==> src/act_map.svh <==
// constants of the converter timing sequencer: field positions, counts, reset values
// assumes inclusion by bare name from every file that needs them
`ifndef ACT_MAP_SVH
`define ACT_MAP_SVH

`define ACT_CC_SEL_HI       15
`define ACT_CC_SEL_LO       14
`define ACT_SC_SEL_HI       13
`define ACT_SC_SEL_LO       12
`define ACT_HP_CC_CODE00    8'h18
`define ACT_HP_CC_CODE10    8'h60
`define ACT_HP_CC_CODE11    8'h30
`define ACT_HP_PER_CYCLE    8'h02
`define ACT_SAMPLE_SC_COUNT 5'h02
`define ACT_CONV_CC_COUNT   5'h0E
`define ACT_SAR_BITS        5'h0A
`define ACT_FINISH_HP       3'h4
`define ACT_RESULT_ZERO     10'h000
`define ACT_RESULT_FULL     10'h3FF
`define ACT_SAR_TOP_BIT     10'h200

`endif

==> src/act_pkg.sv <==
// types shared by the converter timing sequencer
// assumes act_map.svh supplies the numeric constants
package act_pkg;
  typedef enum logic [1:0] {
    ACT_IDLE,
    ACT_SAMPLE,
    ACT_CONVERT,
    ACT_FINISH
  } act_state_t;
endpackage

==> src/act_seq.sv <==
// converter timing sequencer: sample phase, successive approximation, result load
// assumes start and the analog front-end levels come from logic on sys_clk
// assumes clk_en gates every state change, so all counts are in enabled cycles
// What this block does
// RULE1 - the conversion clock select gives 24, 96 or 48 cpu half-periods for codes 00, 10, 11.
// RULE2 - the sample clock select in control bits 13:12 gives 1, 2, 4 or 8 conversion clocks.
// RULE3 - sampling lasts exactly two sample clock periods, no more and no less.
// RULE4 - a conversion takes 14 conversion clocks plus sampling plus 4 cpu half-periods.
// RULE5 - after sampling the input is held, so later input changes cannot alter the result.
// RULE6 - an input below ground gives result 000 and one above the reference gives 3FF.
// RULE7 - timing counts cpu half-periods, the time between consecutive clock edges.
// RULE8 - start begins sampling then conversion, busy holds until load, then done pulses once.
`timescale 1ns/100ps
`include "act_map.svh"

module act_seq (
  input  wire logic        sys_clk,
  input  wire logic        reset_n,
  input  wire logic        clk_en,
  input  wire logic        start,
  input  wire logic [15:0] converter_control_word,
  input  wire logic [9:0]  ain_level,
  input  wire logic        ain_under,
  input  wire logic        ain_over,
  output logic             busy,
  output logic             sampling,
  output logic             done,
  output logic [9:0]       result
);
  act_pkg::act_state_t state_ff;
  logic [1:0]  cc_sel_ff;
  logic [1:0]  sc_sel_ff;
  logic [7:0]  cc_period_hp;
  logic [4:0]  sample_len;
  logic [4:0]  phase_cnt_ff;
  logic [2:0]  fin_hp_ff;
  logic [9:0]  held_ff;
  logic        held_under_ff;
  logic        held_over_ff;
  logic [9:0]  sar_ff;
  logic [9:0]  trial_bit_ff;
  logic [9:0]  result_ff;
  logic        busy_ff;
  logic        sampling_ff;
  logic        done_ff;
  logic        cc_tick;
  logic        take_start;
  logic        sample_end;
  logic        convert_end;
  logic        finish_end;

  // the reserved code 01 is treated like 00; software must not rely on it
  always_comb begin
    unique case (cc_sel_ff)
      2'h2:    cc_period_hp = `ACT_HP_CC_CODE10; // [RULE1]
      2'h3:    cc_period_hp = `ACT_HP_CC_CODE11; // [RULE1]
      default: cc_period_hp = `ACT_HP_CC_CODE00; // [RULE1]
    endcase
  end

  // two sample clocks, each 1, 2, 4 or 8 conversion clocks long
  assign sample_len = `ACT_SAMPLE_SC_COUNT << sc_sel_ff; // [RULE2] [RULE3]

  act_tick u_tick (
    .sys_clk   (sys_clk),
    .reset_n   (reset_n),
    .clk_en    (clk_en),
    .run       (busy_ff),
    .period_hp (cc_period_hp),
    .tick      (cc_tick)
  );

  // a start while busy is dropped silently; nothing queues it for later
  assign take_start  = (state_ff == act_pkg::ACT_IDLE) && start; // [RULE8]
  assign sample_end  = (state_ff == act_pkg::ACT_SAMPLE) && cc_tick &&
                       (phase_cnt_ff == sample_len - 5'h01); // [RULE3]
  assign convert_end = (state_ff == act_pkg::ACT_CONVERT) && cc_tick &&
                       (phase_cnt_ff == `ACT_CONV_CC_COUNT - 5'h01); // [RULE4]
  assign finish_end  = (state_ff == act_pkg::ACT_FINISH) &&
                       (fin_hp_ff + 3'(`ACT_HP_PER_CYCLE) >= `ACT_FINISH_HP); // [RULE4] [RULE7]

  // finish is left on the load edge, so a start may be taken while done is high
  always_ff @(posedge sys_clk) begin
    if (!reset_n) begin
      state_ff <= act_pkg::ACT_IDLE;
    end else if (clk_en) begin
      unique case (state_ff)
        act_pkg::ACT_IDLE:    if (take_start)  state_ff <= act_pkg::ACT_SAMPLE;
        act_pkg::ACT_SAMPLE:  if (sample_end)  state_ff <= act_pkg::ACT_CONVERT;
        act_pkg::ACT_CONVERT: if (convert_end) state_ff <= act_pkg::ACT_FINISH;
        act_pkg::ACT_FINISH:  if (finish_end)  state_ff <= act_pkg::ACT_IDLE;
      endcase
    end
  end

  // selects are captured at start so a rewrite mid-conversion cannot bend the timing
  always_ff @(posedge sys_clk) begin
    if (!reset_n) begin
      cc_sel_ff <= 2'h0;
      sc_sel_ff <= 2'h0;
    end else if (clk_en && take_start) begin
      cc_sel_ff <= converter_control_word[`ACT_CC_SEL_HI:`ACT_CC_SEL_LO]; // [RULE1]
      sc_sel_ff <= converter_control_word[`ACT_SC_SEL_HI:`ACT_SC_SEL_LO]; // [RULE2]
    end
  end

  // conversion clock ticks counted within a phase; the tick generator is preloaded
  // so its first tick lands exactly one period after the start edge, which keeps
  // every phase boundary on a whole number of conversion clocks
  always_ff @(posedge sys_clk) begin
    if (!reset_n) begin
      phase_cnt_ff <= 5'h00;
    end else if (clk_en) begin
      if (take_start || sample_end || convert_end) begin
        phase_cnt_ff <= 5'h00;
      end else if (cc_tick) begin
        phase_cnt_ff <= phase_cnt_ff + 5'h01;
      end
    end
  end

  // the four half-periods of the load phase are two enabled cycles
  always_ff @(posedge sys_clk) begin
    if (!reset_n) begin
      fin_hp_ff <= 3'h0;
    end else if (clk_en) begin
      if (state_ff == act_pkg::ACT_FINISH) begin
        fin_hp_ff <= fin_hp_ff + 3'(`ACT_HP_PER_CYCLE); // [RULE7]
      end else begin
        fin_hp_ff <= 3'h0;
      end
    end
  end

  // the input tracks freely while sampling and freezes on its last edge
  always_ff @(posedge sys_clk) begin
    if (!reset_n) begin
      held_ff       <= `ACT_RESULT_ZERO;
      held_under_ff <= 1'b0;
      held_over_ff  <= 1'b0;
    end else if (clk_en && (state_ff == act_pkg::ACT_SAMPLE)) begin
      held_ff       <= ain_level; // [RULE5]
      held_under_ff <= ain_under; // [RULE5]
      held_over_ff  <= ain_over;  // [RULE5]
    end
  end

  // one result bit per conversion clock, msb first, over the first ten of fourteen
  // the last four ticks carry no bit; they only pad the conversion to its fixed length
  always_ff @(posedge sys_clk) begin
    if (!reset_n) begin
      sar_ff       <= `ACT_RESULT_ZERO;
      trial_bit_ff <= `ACT_SAR_TOP_BIT;
    end else if (clk_en) begin
      if (sample_end) begin
        sar_ff       <= `ACT_RESULT_ZERO;
        trial_bit_ff <= `ACT_SAR_TOP_BIT;
      end else if ((state_ff == act_pkg::ACT_CONVERT) && cc_tick &&
                   (phase_cnt_ff < `ACT_SAR_BITS)) begin
        if (held_ff >= (sar_ff | trial_bit_ff)) begin
          sar_ff <= sar_ff | trial_bit_ff; // [RULE4]
        end
        trial_bit_ff <= trial_bit_ff >> 1;
      end
    end
  end

  // under wins when both range flags are held, so the load is never ambiguous
  always_ff @(posedge sys_clk) begin
    if (!reset_n) begin
      result_ff <= `ACT_RESULT_ZERO;
    end else if (clk_en && finish_end) begin
      if (held_under_ff) begin
        result_ff <= `ACT_RESULT_ZERO; // [RULE6]
      end else if (held_over_ff) begin
        result_ff <= `ACT_RESULT_FULL; // [RULE6]
      end else begin
        result_ff <= sar_ff; // [RULE4]
      end
    end
  end

  // busy also runs the tick generator, so it must rise on the very start edge
  always_ff @(posedge sys_clk) begin
    if (!reset_n) begin
      busy_ff <= 1'b0;
    end else if (clk_en) begin
      if (take_start) begin
        busy_ff <= 1'b1; // [RULE8]
      end else if (finish_end) begin
        busy_ff <= 1'b0; // [RULE8]
      end
    end
  end

  always_ff @(posedge sys_clk) begin
    if (!reset_n) begin
      sampling_ff <= 1'b0;
    end else if (clk_en) begin
      if (take_start) begin
        sampling_ff <= 1'b1; // [RULE3]
      end else if (sample_end) begin
        sampling_ff <= 1'b0; // [RULE3]
      end
    end
  end

  // done and the result register change on the same edge
  always_ff @(posedge sys_clk) begin
    if (!reset_n) begin
      done_ff <= 1'b0;
    end else if (clk_en) begin
      done_ff <= finish_end; // [RULE8]
    end
  end

  assign busy     = busy_ff;
  assign sampling = sampling_ff;
  assign done     = done_ff;
  assign result   = result_ff;
endmodule

==> src/act_tick.sv <==
// conversion clock generator: one pulse per programmed number of cpu half-periods
// assumes period_hp is even and at least four, and steady while run is high
`timescale 1ns/100ps
`include "act_map.svh"

module act_tick (
  input  wire logic       sys_clk,
  input  wire logic       reset_n,
  input  wire logic       clk_en,
  input  wire logic       run,
  input  wire logic [7:0] period_hp,
  output logic            tick
);
  logic [7:0] count_ff;
  logic [7:0] nxt_count;
  logic       tick_ff;

  // two clock edges pass in every sys_clk cycle, so the count moves by two half-periods
  assign nxt_count = count_ff + `ACT_HP_PER_CYCLE; // [RULE7]

  always_ff @(posedge sys_clk) begin
    if (!reset_n) begin
      count_ff <= `ACT_HP_PER_CYCLE;
      tick_ff  <= 1'b0;
    end else if (clk_en) begin
      // preload counts the start edge itself, else the registered tick lands one cycle late
      if (!run) begin
        count_ff <= `ACT_HP_PER_CYCLE; // [RULE7]
        tick_ff  <= 1'b0;
      end else if (nxt_count >= period_hp) begin
        count_ff <= 8'h00;
        tick_ff  <= 1'b1;
      end else begin
        count_ff <= nxt_count;
        tick_ff  <= 1'b0;
      end
    end
  end

  assign tick = tick_ff;
endmodule
==> config.mk <==
export PLATFORM = sky130hd
export DESIGN_NAME = act_seq
export DESIGN_NICKNAME = d
export VERILOG_FILES = /design/src/act_pkg.sv /design/src/act_seq.sv /design/src/act_tick.sv
export VERILOG_INCLUDE_DIRS = /design/src /design/src/src
export SDC_FILE = /design/constraint.sdc
export NUM_CORES = 1
export LEC_CHECK = 0
export BUFFER_PORTS_ARGS = -buffer_cell sky130_fd_sc_hd__buf_2
export CORE_MARGIN = 3
export CORE_UTILIZATION = 37
export DETAILED_ROUTE_END_ITERATION = 10
export HOLD_SLACK_MARGIN = 0.03
export SETUP_SLACK_MARGIN = 0.1
export SYNTH_ARGS = -nofsm -noshare
export SYNTH_HDL_FRONTEND = slang
export SYNTH_SLANG_ARGS = --single-unit
==> constraint.sdc <==
create_clock -name sys_clk -period 5.92 [get_ports sys_clk]
set_input_delay 0.296 -clock sys_clk [delete_from_list [all_inputs] [get_ports sys_clk]]
set_output_delay 0.296 -clock sys_clk [all_outputs]
set_load 0.02 [all_outputs]
=== After elaboration in Yosys (flattened, before gate mapping) ===
Cells that the tools add are included.

* Equal/unequal tests: 11
* $add $sub $neg: 4
* Shift operators: 1
* Muxes and demuxes: 24
* Reductions and logical operators: 24
* Magnitude comparators: 4
* Bitwise gates (word level): 1

{| class="wikitable"
|+ Operator list
! operator !! count
|-
| $mux 10 || 7
|-
| $mux 8 || 2
|-
| $pmux 7 s2 || 1
|-
| $ge 10x10->1 || 1
|-
| $logic_and 1x1->1 || 10
|-
| $mux 5 || 2
|-
| $or 10x10->10 || 1
|-
| $reduce_bool 2->1 || 5
|-
| $add 8x2->8 const B || 1
|-
| $eq 2x2->1 const B || 4
|-
| $ge 8x7->1 || 1
|-
| $mux 2 || 4
|-
| $ne 2x2->1 const B || 4
|-
| $pmux 2 s4 || 1
|-
| $reduce_and 2->1 || 4
|-
| $mux 1 || 6
|-
| $add 5x1->5 const B || 1
|-
| $eq 5x4->1 const B || 1
|-
| $eq 5x5->1 || 1
|-
| $lt 5x4->1 const B || 1
|-
| $reduce_and 5->1 || 1
|-
| $shl 2x2->5 const A || 1
|-
| $sub 5x1->5 const B || 1
|-
| $add 3x2->3 const B || 1
|-
| other kinds (6) || 7
|}

* Bits of input ports: 32
* Logic and storage cells: 85
* Register bits after elaboration: 68

=== Depth between registers and ports, before layout ===
Gate-level depths: netlist (run 1).

* Depth in word-level cells: 8
* Depth in mapped cells: 9
* Depth with buffers taken out: 9

=== Hierarchy ===
A second synthesis (run 1) with hierarchy kept.

* Cells, all modules: 382
* Area total of the unflattened synthesis: 3229.3 µm²

{| class="wikitable"
|+ By module, submodules not included
! module !! instances !! area an instance (µm²) !! cells each
|-
| act_seq || 1 || 2648.8 || 312
|-
| act_tick || 1 || 580.6 || 70
|}

=== Worst setup path before layout (run 1) ===
OpenSTA, ideal clock, no wires.

* Path kind: register to register
* From: register u_tick.count_ff[3]
* To: register u_tick.count_ff[3]
* Path slack: 3.823 ns
* Arrival: 2.037 ns
* Stages on the path, launching flop included: 10
* Setup time: 0.059 ns
* Clock period less this slack: 2.097 ns
* Cell sequence: dfxtp_1 -> nand3_1 -> xnor2_1 -> inv_1 -> ha_1 -> and4b_1 -> o311ai_1 -> nand4_1 -> o32ai_1 -> and2_1

* Longest elaborated chain between the ends: 4

{| class="wikitable"
|+ Ends and longest elaborated chain
! element !! line !! source
|-
| start: declaration || act_tick.sv:14 || <nowiki>logic [7:0] count_ff;</nowiki>
|-
| start signal: assignment || act_tick.sv:23 || <nowiki>count_ff <= `ACT_HP_PER_CYCLE;</nowiki>
|-
| start signal: assignment || act_tick.sv:28 || <nowiki>count_ff <= `ACT_HP_PER_CYCLE;</nowiki>
|-
| start signal: assignment || act_tick.sv:34 || <nowiki>count_ff <= nxt_count;</nowiki>
|-
| $add 8x2->8 (no line) (*) || n/a ||
|-
| $ge 8x7->1 || act_tick.sv:30 || <nowiki>end else if (nxt_count >= period_hp) begin</nowiki>
|-
| $mux 8 (*) || act_tick.sv:30 ||
|-
| $mux 8 (*) || act_tick.sv:27 || <nowiki>if (!run) begin</nowiki>
|}

Every way passes the cells marked *; elsewhere a longest branch is shown, timed or not.
A chain may end at the register's enable or synchronous reset.

=== Worst setup path after layout (run 1) ===
* From: register u_tick.count_ff[1]
* To: register u_tick.count_ff[3]

Same word-level chain as after synthesis.

==> results of run 1 <==
-- path summary, 6_finish.rpt --
| kind | startpoint | end | slack, ns |
|---|---|---|---|
| setup / recovery | u_tick.count_ff[1]$_SDFFE_PN1P_ | u_tick.count_ff[3]$_SDFFE_PN0P_ | 3.49 |
| hold / removal | ain_level[8] | held_ff[8]$_SDFFE_PN0P_ | 0.20 |
| setup reg to reg | u_tick.count_ff[1]$_SDFFE_PN1P_ | u_tick.count_ff[3]$_SDFFE_PN0P_ | 3.49 |
| hold reg to reg | trial_bit_ff[0]$_SDFFE_PN0P_ | trial_bit_ff[0]$_SDFFE_PN0P_ | 0.46 |
-- flip-flops by register name, summed over array words and instances (netlist names), 2 cells and up --
name and flops:
held_ff 10, sar_ff 10, sc_sel_ff 2, trial_bit_ff 10, cc_sel_ff 2, state_ff 2, result 10, u_tick.count_ff 7
phase_cnt_ff 5
-- stage by stage --
stage                     utilization  area (µm²)
after floorplan                     -        3370
after global placement          0.402        3520
after detailed placement        0.402        3520
after CTS                       0.428        3750
after global routing            0.428        3750
final                           0.428        3750
-- final cells by class --
cell class / instances / share of cell area
multi-input cells: 295 / 0.494
flip-flops and latches: 65 / 0.347
clock buffers: 13 / 0.0450
repair buffers: 32 / 0.0427
well taps: 108 / 0.0360
inverters: 19 / 0.0190
clock inverters: 2 / 0.0160
-- cell usage in the layout (no fill, tap or decap), types with 4 or more instances in the layout --
master,Yosys,final
a21boi_0,17,17
a21oi_1,18,18
and2_1,5,5
buf_2,2,32
clkbuf_8,0,12
dfxtp_1,65,65
ha_1,22,22
inv_1,18,18
mux2i_1,17,17
nand2_1,64,64
nand3_1,27,27
nand4_1,6,6
nor2_1,28,28
nor2b_1,17,17
nor3_1,12,12
o21ai_0,8,8
o21ai_1,10,10
o32ai_1,4,4
xnor2_1,5,5
-- cell families after synthesis --
logic type               count (synthesis)  synth area share
multiplexers                            17            0.0505
XOR/XNOR                                 6            0.0156
flip-flops                              65             0.386
adder cells (fa/ha/maj)                 22            0.0817
AO/OA/AOI/OAI                           78             0.160
buffers and inverters                   41            0.0635
AND/OR/NAND/NOR                        172             0.242
-- worst max-delay path: cells and delay by family (launching register included) --
kind	cells	cell delay (ns)
buffers and inverters	1	0.07
AND/OR/NAND/NOR	4	0.78
XOR/XNOR	1	0.20
adder cells (fa/ha/maj)	1	0.28
AO/OA/AOI/OAI	2	0.63
flip-flops	1	0.42
-- metal layers --
layer,wire length [µm],vias up
met5,0,-
met4,144,0
met3,308,11
met2,2990,56
met1,3550,1256
li1,-,1432
-- power by group through the flow --
stage	clock (µW)	combinational [µW]	sequential, µW
floorplan	0	95.9	472
global placement	0	111	477
detailed placement	0	114	477
CTS	444	114	467
global route	462	129	470
finish	432	112	467
==> flow_metrics.py, run 1 <==
metrics = {
    "timing": {
        "fin_crit_ns": 2.43,
        "relSlewSlack": 0.440,
        "slew_violations": 0,
        "fin_setup_tns_ns": 0,
        "finalClockSkew_ns": 0.00665,
        "rsz0062_at_grt": "no",
        "setup_violations": 0,
        "hold_slack_ns": 0.200,
        "worstMarginPinSlew_ns": 0.837,
        "fmax_mhz": 411,
        "setup_ws_ns": 3.49,
        "period_share": 0.411,
        "finalHoldViolCount": 0,
    },
    "yosys": {
        "syn_nets": 455,
        "synth_area_leader_cell": "dfxtp_1",
        "synth_common_cells": "65 x dfxtp_1, 64 x nand2_1, 28 x nor2_1, 27 x nand3_1, 22 x ha_1",
        "synth_ff_type": "dfxtp_1",
        "synth_area_um2": 3370,
        "synth_area_leaders": "dfxtp_1 39%, ha_1 8.2%, nand2_1 7.1%, mux2i_1 5.1%, nand3_1 4.0%",
        "synthCells": 401,
        "ys_ff_latch": 65,
        "async_reset_ff_frac": 0,
        "avgSynthCellArea_um2": 8.40,
        "yosysUniqueCellTypes": 50,
        "yosysMostFrequentCell": "dfxtp_1",
        "netlist.area_leader.share": 0.386,
        "ys_seq_area_frac": 0.386,
        "synth_edf_count": 0,
        "ys_warn_count": 0,
    },
    "place": {
        "place_congestion": 0.768,
        "io_buffers": 32,
        "place_inst": 519,
        "post-place-ws_ns": 3.49,
        "dp_hpwl_um": 4980,
    },
    "grt": {
        "met3_usage": 0.0358,
        "grt_pass1_wl_um": 12100,
        "grt_pass1_vias": 2596,
        "top_usage_layer": "met2",
        "grt-ovfl-total": 0,
        "grt_max_degree": 49,
        "use_met1": 0.202,
        "met2_usage": 0.218,
        "antenna_found_initial": 0,
        "grt_usage": 0.147,
    },
    "cts": {
        "postCtsSetupBuffers": 0,
        "htreeDepth": 3,
        "ctsResizeCount": 0,
        "clock-sinks": 65,
        "insertion_delay_ns": 0.34,
        "path_clk_slew_ns": 0.07,
        "holdBufCountCts": 0,
        "clockRootBuffer": "clkbuf_8",
        "cts_buffer_depth": 2,
        "cts_buffers": 9,
        "cts_tree": "built",
    },
    "cells_and_area": {
        "fin_nets": 476,
        "area_growth_pct": 11.3,
        "diodes": 0,
        "fill_cells": 900,
        "multi_input_comb_area_um2": 1850,
        "regArea_um2": 1300,
        "final_cell_count_no_fill": 534,
        "drive_gt1_frac": 0.134,
    },
    "power_and_ir_drop": {
        "power_frac_clock": 0.427,
        "p_int_uw": 766,
        "max-vdd-ir-drop_v": 0.0000872,
        "p_comb_frac": 0.111,
        "switching_share": 0.243,
        "power_uw": 1010,
        "power.leakage_uw": 0.00147,
        "switching_power_uw": 246,
        "power_density_nw_per_um2": 270,
        "p_seq_frac": 0.462,
    },
    "setup_path": {
        "path_cells": "nand3_1 > xnor2_1 > inv_1 > ha_1 > and4b_1 > o311ai_1 > nand4_1 > o32ai_1 > and2_1",
        "slowest_stage": "dfxtp_1",
        "end_kind": "flop",
        "r2r_cells": 9,
        "worstPathRequired_ns": 6.21,
        "worst_path_largest_cell_delay_ns": 0.42,
        "worst-setup-path-type": "reg -> reg",
        "crit_fanout": 7,
        "worstSetupStartpointType": "flop",
        "cp.arrival_ns": 2.72,
    },
    "route": {
        "drc": 0,
        "first_iter_violations": 195,
        "ant_nets": 0,
        "wl_um": 6990,
        "drtPass1Iterations": 4,
        "viasPerCell": 5.16,
        "vias": 2755,
        "wl_per_cell_um": 13.1,
    },
    "die": {
        "row_count": 34,
        "die_h_um": 101,
        "core-area_um2": 8760,
        "die-area_um2": 10300,
        "die_w_um": 101,
        "start_util": 0.384,
        "boundaryPins": 45,
    },
    "hold_path": {
        "hold_depth": 3,
        "hold_path_class": "in -> reg",
    },
    "outcome": {
        "status": "complete, no violations",
    },
    "job": {
        "maxCapViolCount": 0,
    },
}
(Power assumes the default switching activity.)
==> run 2: changes to the inputs <==
- clock period: 5.92 -> 2.2 ns (I/O delays scaled with it)
==> flow_metrics.py, run 2 (synthesis gave the netlist of run 1 again) <==
metrics = {
    "setup_path": {
        "worstSetupStartpointType": "flop",
        "path_cells": "ha_4 > xnor2_4 > ha_1 > and4b_1 > o311ai_1 > nand4_1 > buf_6 > o32ai_2 > and2_1",
        "worstPathRequired_ns": 2.48,
        "slowest_stage": "dfxtp_4",
        "worst-setup-path-type": "reg -> reg",
        "crit_fanout": 7,
        "cp.arrival_ns": 2.41,
        "end_kind": "flop",
        "worst_path_largest_cell_delay_ns": 0.36,
    },
    "route": {
        "viasPerCell": 5.08,
        "vias": 2863,
        "ant_nets": 0,
        "drc": 0,
        "wl_per_cell_um": 13.1,
        "drtPass1Iterations": 4,
        "wl_um": 7390,
        "first_iter_violations": 190,
    },
    "cells_and_area": {
        "final_common_cell": "nand2_1",
        "final_cell_mix": "64 x nand2_1, 61 x dfxtp_1, 32 x buf_2",
        "final_cell_count_no_fill": 564,
        "fin_util": 0.467,
        "drive_gt1_frac": 0.206,
        "fill_cells": 870,
        "diodes": 0,
        "area_growth_pct": 21.5,
        "fin_nets": 507,
    },
    "timing": {
        "fmax_mhz": 470,
        "finalClockSkew_ns": 0.00618,
        "worstMarginPinSlew_ns": 0.830,
        "period_share": 0.967,
        "rsz0062_at_grt": "yes",
        "finalHoldViolCount": 0,
        "fin_crit_ns": 2.13,
        "setup_violations": 0,
        "relSlewSlack": 0.445,
        "fin_setup_tns_ns": 0,
        "slew_violations": 0,
        "setup_ws_ns": 0.0729,
    },
    "die": {
        "boundaryPins": 45,
        "core-area_um2": 8760,
        "die_h_um": 101,
        "row_count": 34,
        "die-area_um2": 10300,
        "die_w_um": 101,
        "start_util": 0.384,
    },
    "power_and_ir_drop": {
        "power_frac_clock": 0.359,
        "p_int_uw": 1820,
        "switching_power_uw": 683,
        "power_uw": 2500,
        "power_density_nw_per_um2": 611,
        "max-vdd-ir-drop_v": 0.000276,
        "switching_share": 0.273,
        "p_comb_frac": 0.139,
        "power.leakage_uw": 0.00161,
        "p_seq_frac": 0.502,
    },
    "place": {
        "dp_hpwl_um": 5280,
        "place_inst": 533,
        "post-place-ws_ns": -0.0419,
        "place_congestion": 0.785,
        "io_buffers": 32,
    },
    "cts": {
        "cts_tree": "built",
        "insertion_delay_ns": 0.34,
        "cts_buffer_depth": 2,
        "clock-sinks": 65,
        "clockRootBuffer": "clkbuf_8",
        "path_clk_slew_ns": 0.07,
        "cts_buffers": 9,
        "htreeDepth": 3,
    },
    "hold_path": {
        "hold_path_class": "in -> reg",
    },
    "outcome": {
        "status": "complete, no violations",
    },
    "grt": {
        "antenna_found_initial": 0,
        "grt_usage": 0.151,
        "grt-ovfl-total": 0,
        "grt_pass1_wl_um": 12400,
        "grt_max_degree": 37,
        "grt_pass1_vias": 2696,
    },
    "job": {
        "maxCapViolCount": 0,
    },
}
-- run 2: changes by cell type in the layout (fill, tap and decap cells not counted), moves of 3 or more --
cell,previous run,this run
buf_4,0,16
dlygate4sd3_1,0,14
dfxtp_1,65,61
o32ai_1,4,0
o32ai_2,0,4
xnor2_1,5,1
nand3_1,27,24
nand3_2,0,3
xnor2_2,0,3
-- run 2: worst paths after layout --
| path | end | slack [ns] | from | depth (start not counted) |
|---|---|---|---|---|
| max | u_tick.count_ff[3]$_SDFFE_PN0P_ | 0.07 | u_tick.count_ff[1]$_SDFFE_PN1P_ | 9 |
| max reg2reg | u_tick.count_ff[3]$_SDFFE_PN0P_ | 0.07 | u_tick.count_ff[1]$_SDFFE_PN1P_ | 9 |
| min reg2reg | trial_bit_ff[0]$_SDFFE_PN0P_ | 0.45 | trial_bit_ff[0]$_SDFFE_PN0P_ | 2 |
| min | cc_sel_ff[1]$_SDFFE_PN0P_ | 0.05 | converter_control_word[15] | 3 |
-- run 2: final cells by class --
cell class                      instances  area (µm²)  share of cell area
Inverter                               19        71.3              0.0174
Sequential cell                        65        1310               0.320
Clock buffer                           11         151              0.0370
Clock inverter                          3        17.5             0.00428
Timing Repair Buffer                   63         432               0.105
Multi-Input combinational cell        295        1980               0.483
Tap cell                              108         135              0.0330
-- run 2: power by group through the flow --
| stage | Sequential [µW] | Combinational, µW | Clock [µW] |
|---|---|---|---|
| 4_1_cts | 1260 | 346 | 920 |
| 6_report | 1260 | 348 | 898 |
| 2_1_floorplan | 1270 | 258 | 0 |
| 3_3_place_gp | 1280 | 312 | 0 |
| 3_5_place_dp | 1280 | 320 | 0 |
| 5_1_grt | 1260 | 396 | 971 |
-- run 2: metrics by stage --
stage | hold WS (ns) | instance area (µm²)
detailed placement | 0.370 | 3630
global route | 0.0416 | 4100
finish | 0.0497 | 4100
floorplan | 0.255 | 3370
CTS | 0.0359 | 4050
global placement | 0.366 | 3630
-- run 2: critical path, delay by kind of cell (launching register included) --
family          cells  cell delay [ns]
compound gates      2             0.45
xor+xnor            1             0.18
fa+ha+maj           2             0.43
simple gates        3             0.49
buf+inv             1             0.16
flops               1             0.36
-- run 2: repair_timing --
item | 4_1_cts | 5_1_grt
setup endpoints to repair | 6 | 7
endpoints found under the hold margin | 14 | 0
pin swaps | 8 | 4
setup buffers | 2 | 1
resized for setup | 19 | 7
hold buffers | 14 | 0
-- run 2: per-layer routing --
layer	vias to the layer above	GRT usage	wire length [µm]
met1	1300	0.198	3670
met3	16	0.0372	327
li1	1488	-	-
met2	59	0.233	3220
met4	0	0.0706	173
met5	-	0	0
==> run 3: changes to the inputs <==
- CORE_ASPECT_RATIO: unset -> 1.5
==> flow_metrics.py, run 3 (synthesis gave the netlist of run 1 again) <==
metrics = {
    "cts": {
        "insertion_delay_ns": 0.33,
        "cts_tree": "built",
        "cts_buffer_depth": 2,
        "cts_buffers": 9,
        "path_clk_slew_ns": 0.05,
        "htreeDepth": 3,
        "clock-sinks": 65,
        "clockRootBuffer": "clkbuf_16",
    },
    "die": {
        "row_count": 42,
        "boundaryPins": 45,
        "core-area_um2": 8830,
        "die-area_um2": 10300,
        "die_h_um": 123,
        "start_util": 0.382,
        "die_w_um": 83.9,
    },
    "place": {
        "io_buffers": 32,
        "placed_area_um2": 3610,
        "dp_hpwl_um": 5230,
        "post-place-ws_ns": -0.0470,
        "place_congestion": 0.782,
    },
    "cells_and_area": {
        "fin_nets": 496,
        "final_common_cell": "nand2_1",
        "area_growth_pct": 21.9,
        "diodes": 0,
        "final_cell_mix": "64 x nand2_1, 61 x dfxtp_1, 32 x buf_2",
        "fill_cells": 867,
        "fin_area_um2": 4110,
        "drive_gt1_frac": 0.204,
    },
    "timing": {
        "worstMarginPinSlew_ns": 0.806,
        "setup_violations": 0,
        "finalClockSkew_ns": 0.00562,
        "fin_crit_ns": 2.14,
        "setup_ws_ns": 0.0610,
        "finalHoldViolCount": 0,
        "slew_violations": 0,
        "relSlewSlack": 0.461,
        "rsz0062_at_grt": "yes",
        "fmax_mhz": 468,
        "period_share": 0.972,
    },
    "setup_path": {
        "worstPathRequired_ns": 2.46,
        "crit_fanout": 7,
        "end_kind": "flop",
        "cp.arrival_ns": 2.40,
        "reg2reg_slack_ns": 0.06,
        "worst-setup-path-type": "reg -> reg",
        "worstSetupStartpointType": "flop",
    },
    "route": {
        "ant_nets": 0,
        "drtPass1Iterations": 4,
        "first_iter_violations": 134,
        "viasPerCell": 5.11,
        "wl_per_cell_um": 13.1,
        "wl_um": 7260,
        "drc": 0,
        "vias": 2841,
    },
    "power_and_ir_drop": {
        "p_int_uw": 2200,
        "max-vdd-ir-drop_v": 0.000431,
        "power.leakage_uw": 0.00161,
        "p_seq_frac": 0.433,
        "power_frac_clock": 0.454,
        "p_comb_frac": 0.113,
        "switching_power_uw": 712,
        "power_density_nw_per_um2": 709,
        "switching_share": 0.245,
    },
    "outcome": {
        "status": "complete, no violations",
    },
    "grt": {
        "grt-ovfl-total": 0,
        "grt_max_degree": 27,
        "grt_usage": 0.145,
        "grt_pass1_vias": 2630,
        "antenna_found_initial": 0,
        "grt_pass1_wl_um": 12000,
    },
    "hold_path": {
        "hold_path_class": "in -> reg",
    },
    "job": {
        "maxCapViolCount": 0,
    },
}
==> run 3: cell types whose count changed in the layout (fill, tap and decap cells not counted), sizes merged <==
| cell | change |
|---|---|
| buf | -3 |
| clkinv | -1 |
| clkbuf | +2 |
| dlygate4sd3 | -8 |
==> run 3: timing repair <==
item / 4_1_cts / 5_1_grt
gates resized for setup: 16 / 10
pin swaps: 11 / 3
hold buffers: 6 / 0
endpoints found under the setup margin: 6 / 7
buffers inserted: 3 / 0
endpoints found under the hold margin: 6 / 0
==> run 3: cell type report <==
type / count / area [µm²] / share of cell area
Timing Repair Buffer: 52 / 329 / 0.0801
Multi-Input combinational cell: 295 / 1980 / 0.481
Clock inverter: 2 / 12.5 / 0.00305
Tap cell: 110 / 138 / 0.0335
Sequential cell: 65 / 1310 / 0.319
Inverter: 19 / 71.3 / 0.0174
Clock buffer: 13 / 270 / 0.0658
==> run 3: stage by stage <==
stage / TNS [ns] / cells / power, µW / util / hold slack (ns)
after floorplan: 0 / 401 / 1530 / - / 0.255
after global placement: 0 / 532 / 1590 / 0.409 / 0.364
after detailed placement: -0.171 / 532 / 1600 / 0.409 / 0.370
after CTS: 0 / 556 / 2960 / 0.459 / 0.0309
after global routing: -0.158 / 556 / 3050 / 0.465 / 0.0345
final: 0 / 556 / 2910 / 0.465 / 0.0412
==> run 3: routing by layer <==
layer  global-route usage  vias up  wire length, µm
li1                     -     1473                -
met1                0.167     1305             3270
met2                0.248       53             3540
met3               0.0457       10              311
met4               0.0614        0              138
met5                    0        -                0
==> run 3: worst max-delay path, stage by stage, from the launching register on <==
cell and delay (ns):
dfxtp_4 0.37, nand3_4 0.08, xnor2_2 0.17, inv_1 0.07
ha_1 0.28, and4b_1 0.19, o311ai_2 0.22, nand4_1 0.15
buf_6 0.17, o32ai_2 0.23, and2_1 0.14
==> run 3: worst paths after layout <==
kind,startpoint,endpoint,cells after the start
worst max-delay path,u_tick.count_ff[1]$_SDFFE_PN1P_,u_tick.count_ff[4]$_SDFFE_PN0P_,10
worst min-delay path,ain_level[1],held_ff[1]$_SDFFE_PN0P_,3
worst max register to register,u_tick.count_ff[1]$_SDFFE_PN1P_,u_tick.count_ff[4]$_SDFFE_PN0P_,10
worst min register to register,trial_bit_ff[0]$_SDFFE_PN0P_,trial_bit_ff[0]$_SDFFE_PN0P_,2
==> run 3: power by group through the flow <==
stage | clock network (µW) | registers, µW | logic, µW
6_report | 1320 | 1260 | 331
5_1_grt | 1410 | 1270 | 372
3_5_place_dp | 0 | 1280 | 314
2_1_floorplan | 0 | 1270 | 258
3_3_place_gp | 0 | 1280 | 306
4_1_cts | 1360 | 1260 | 330
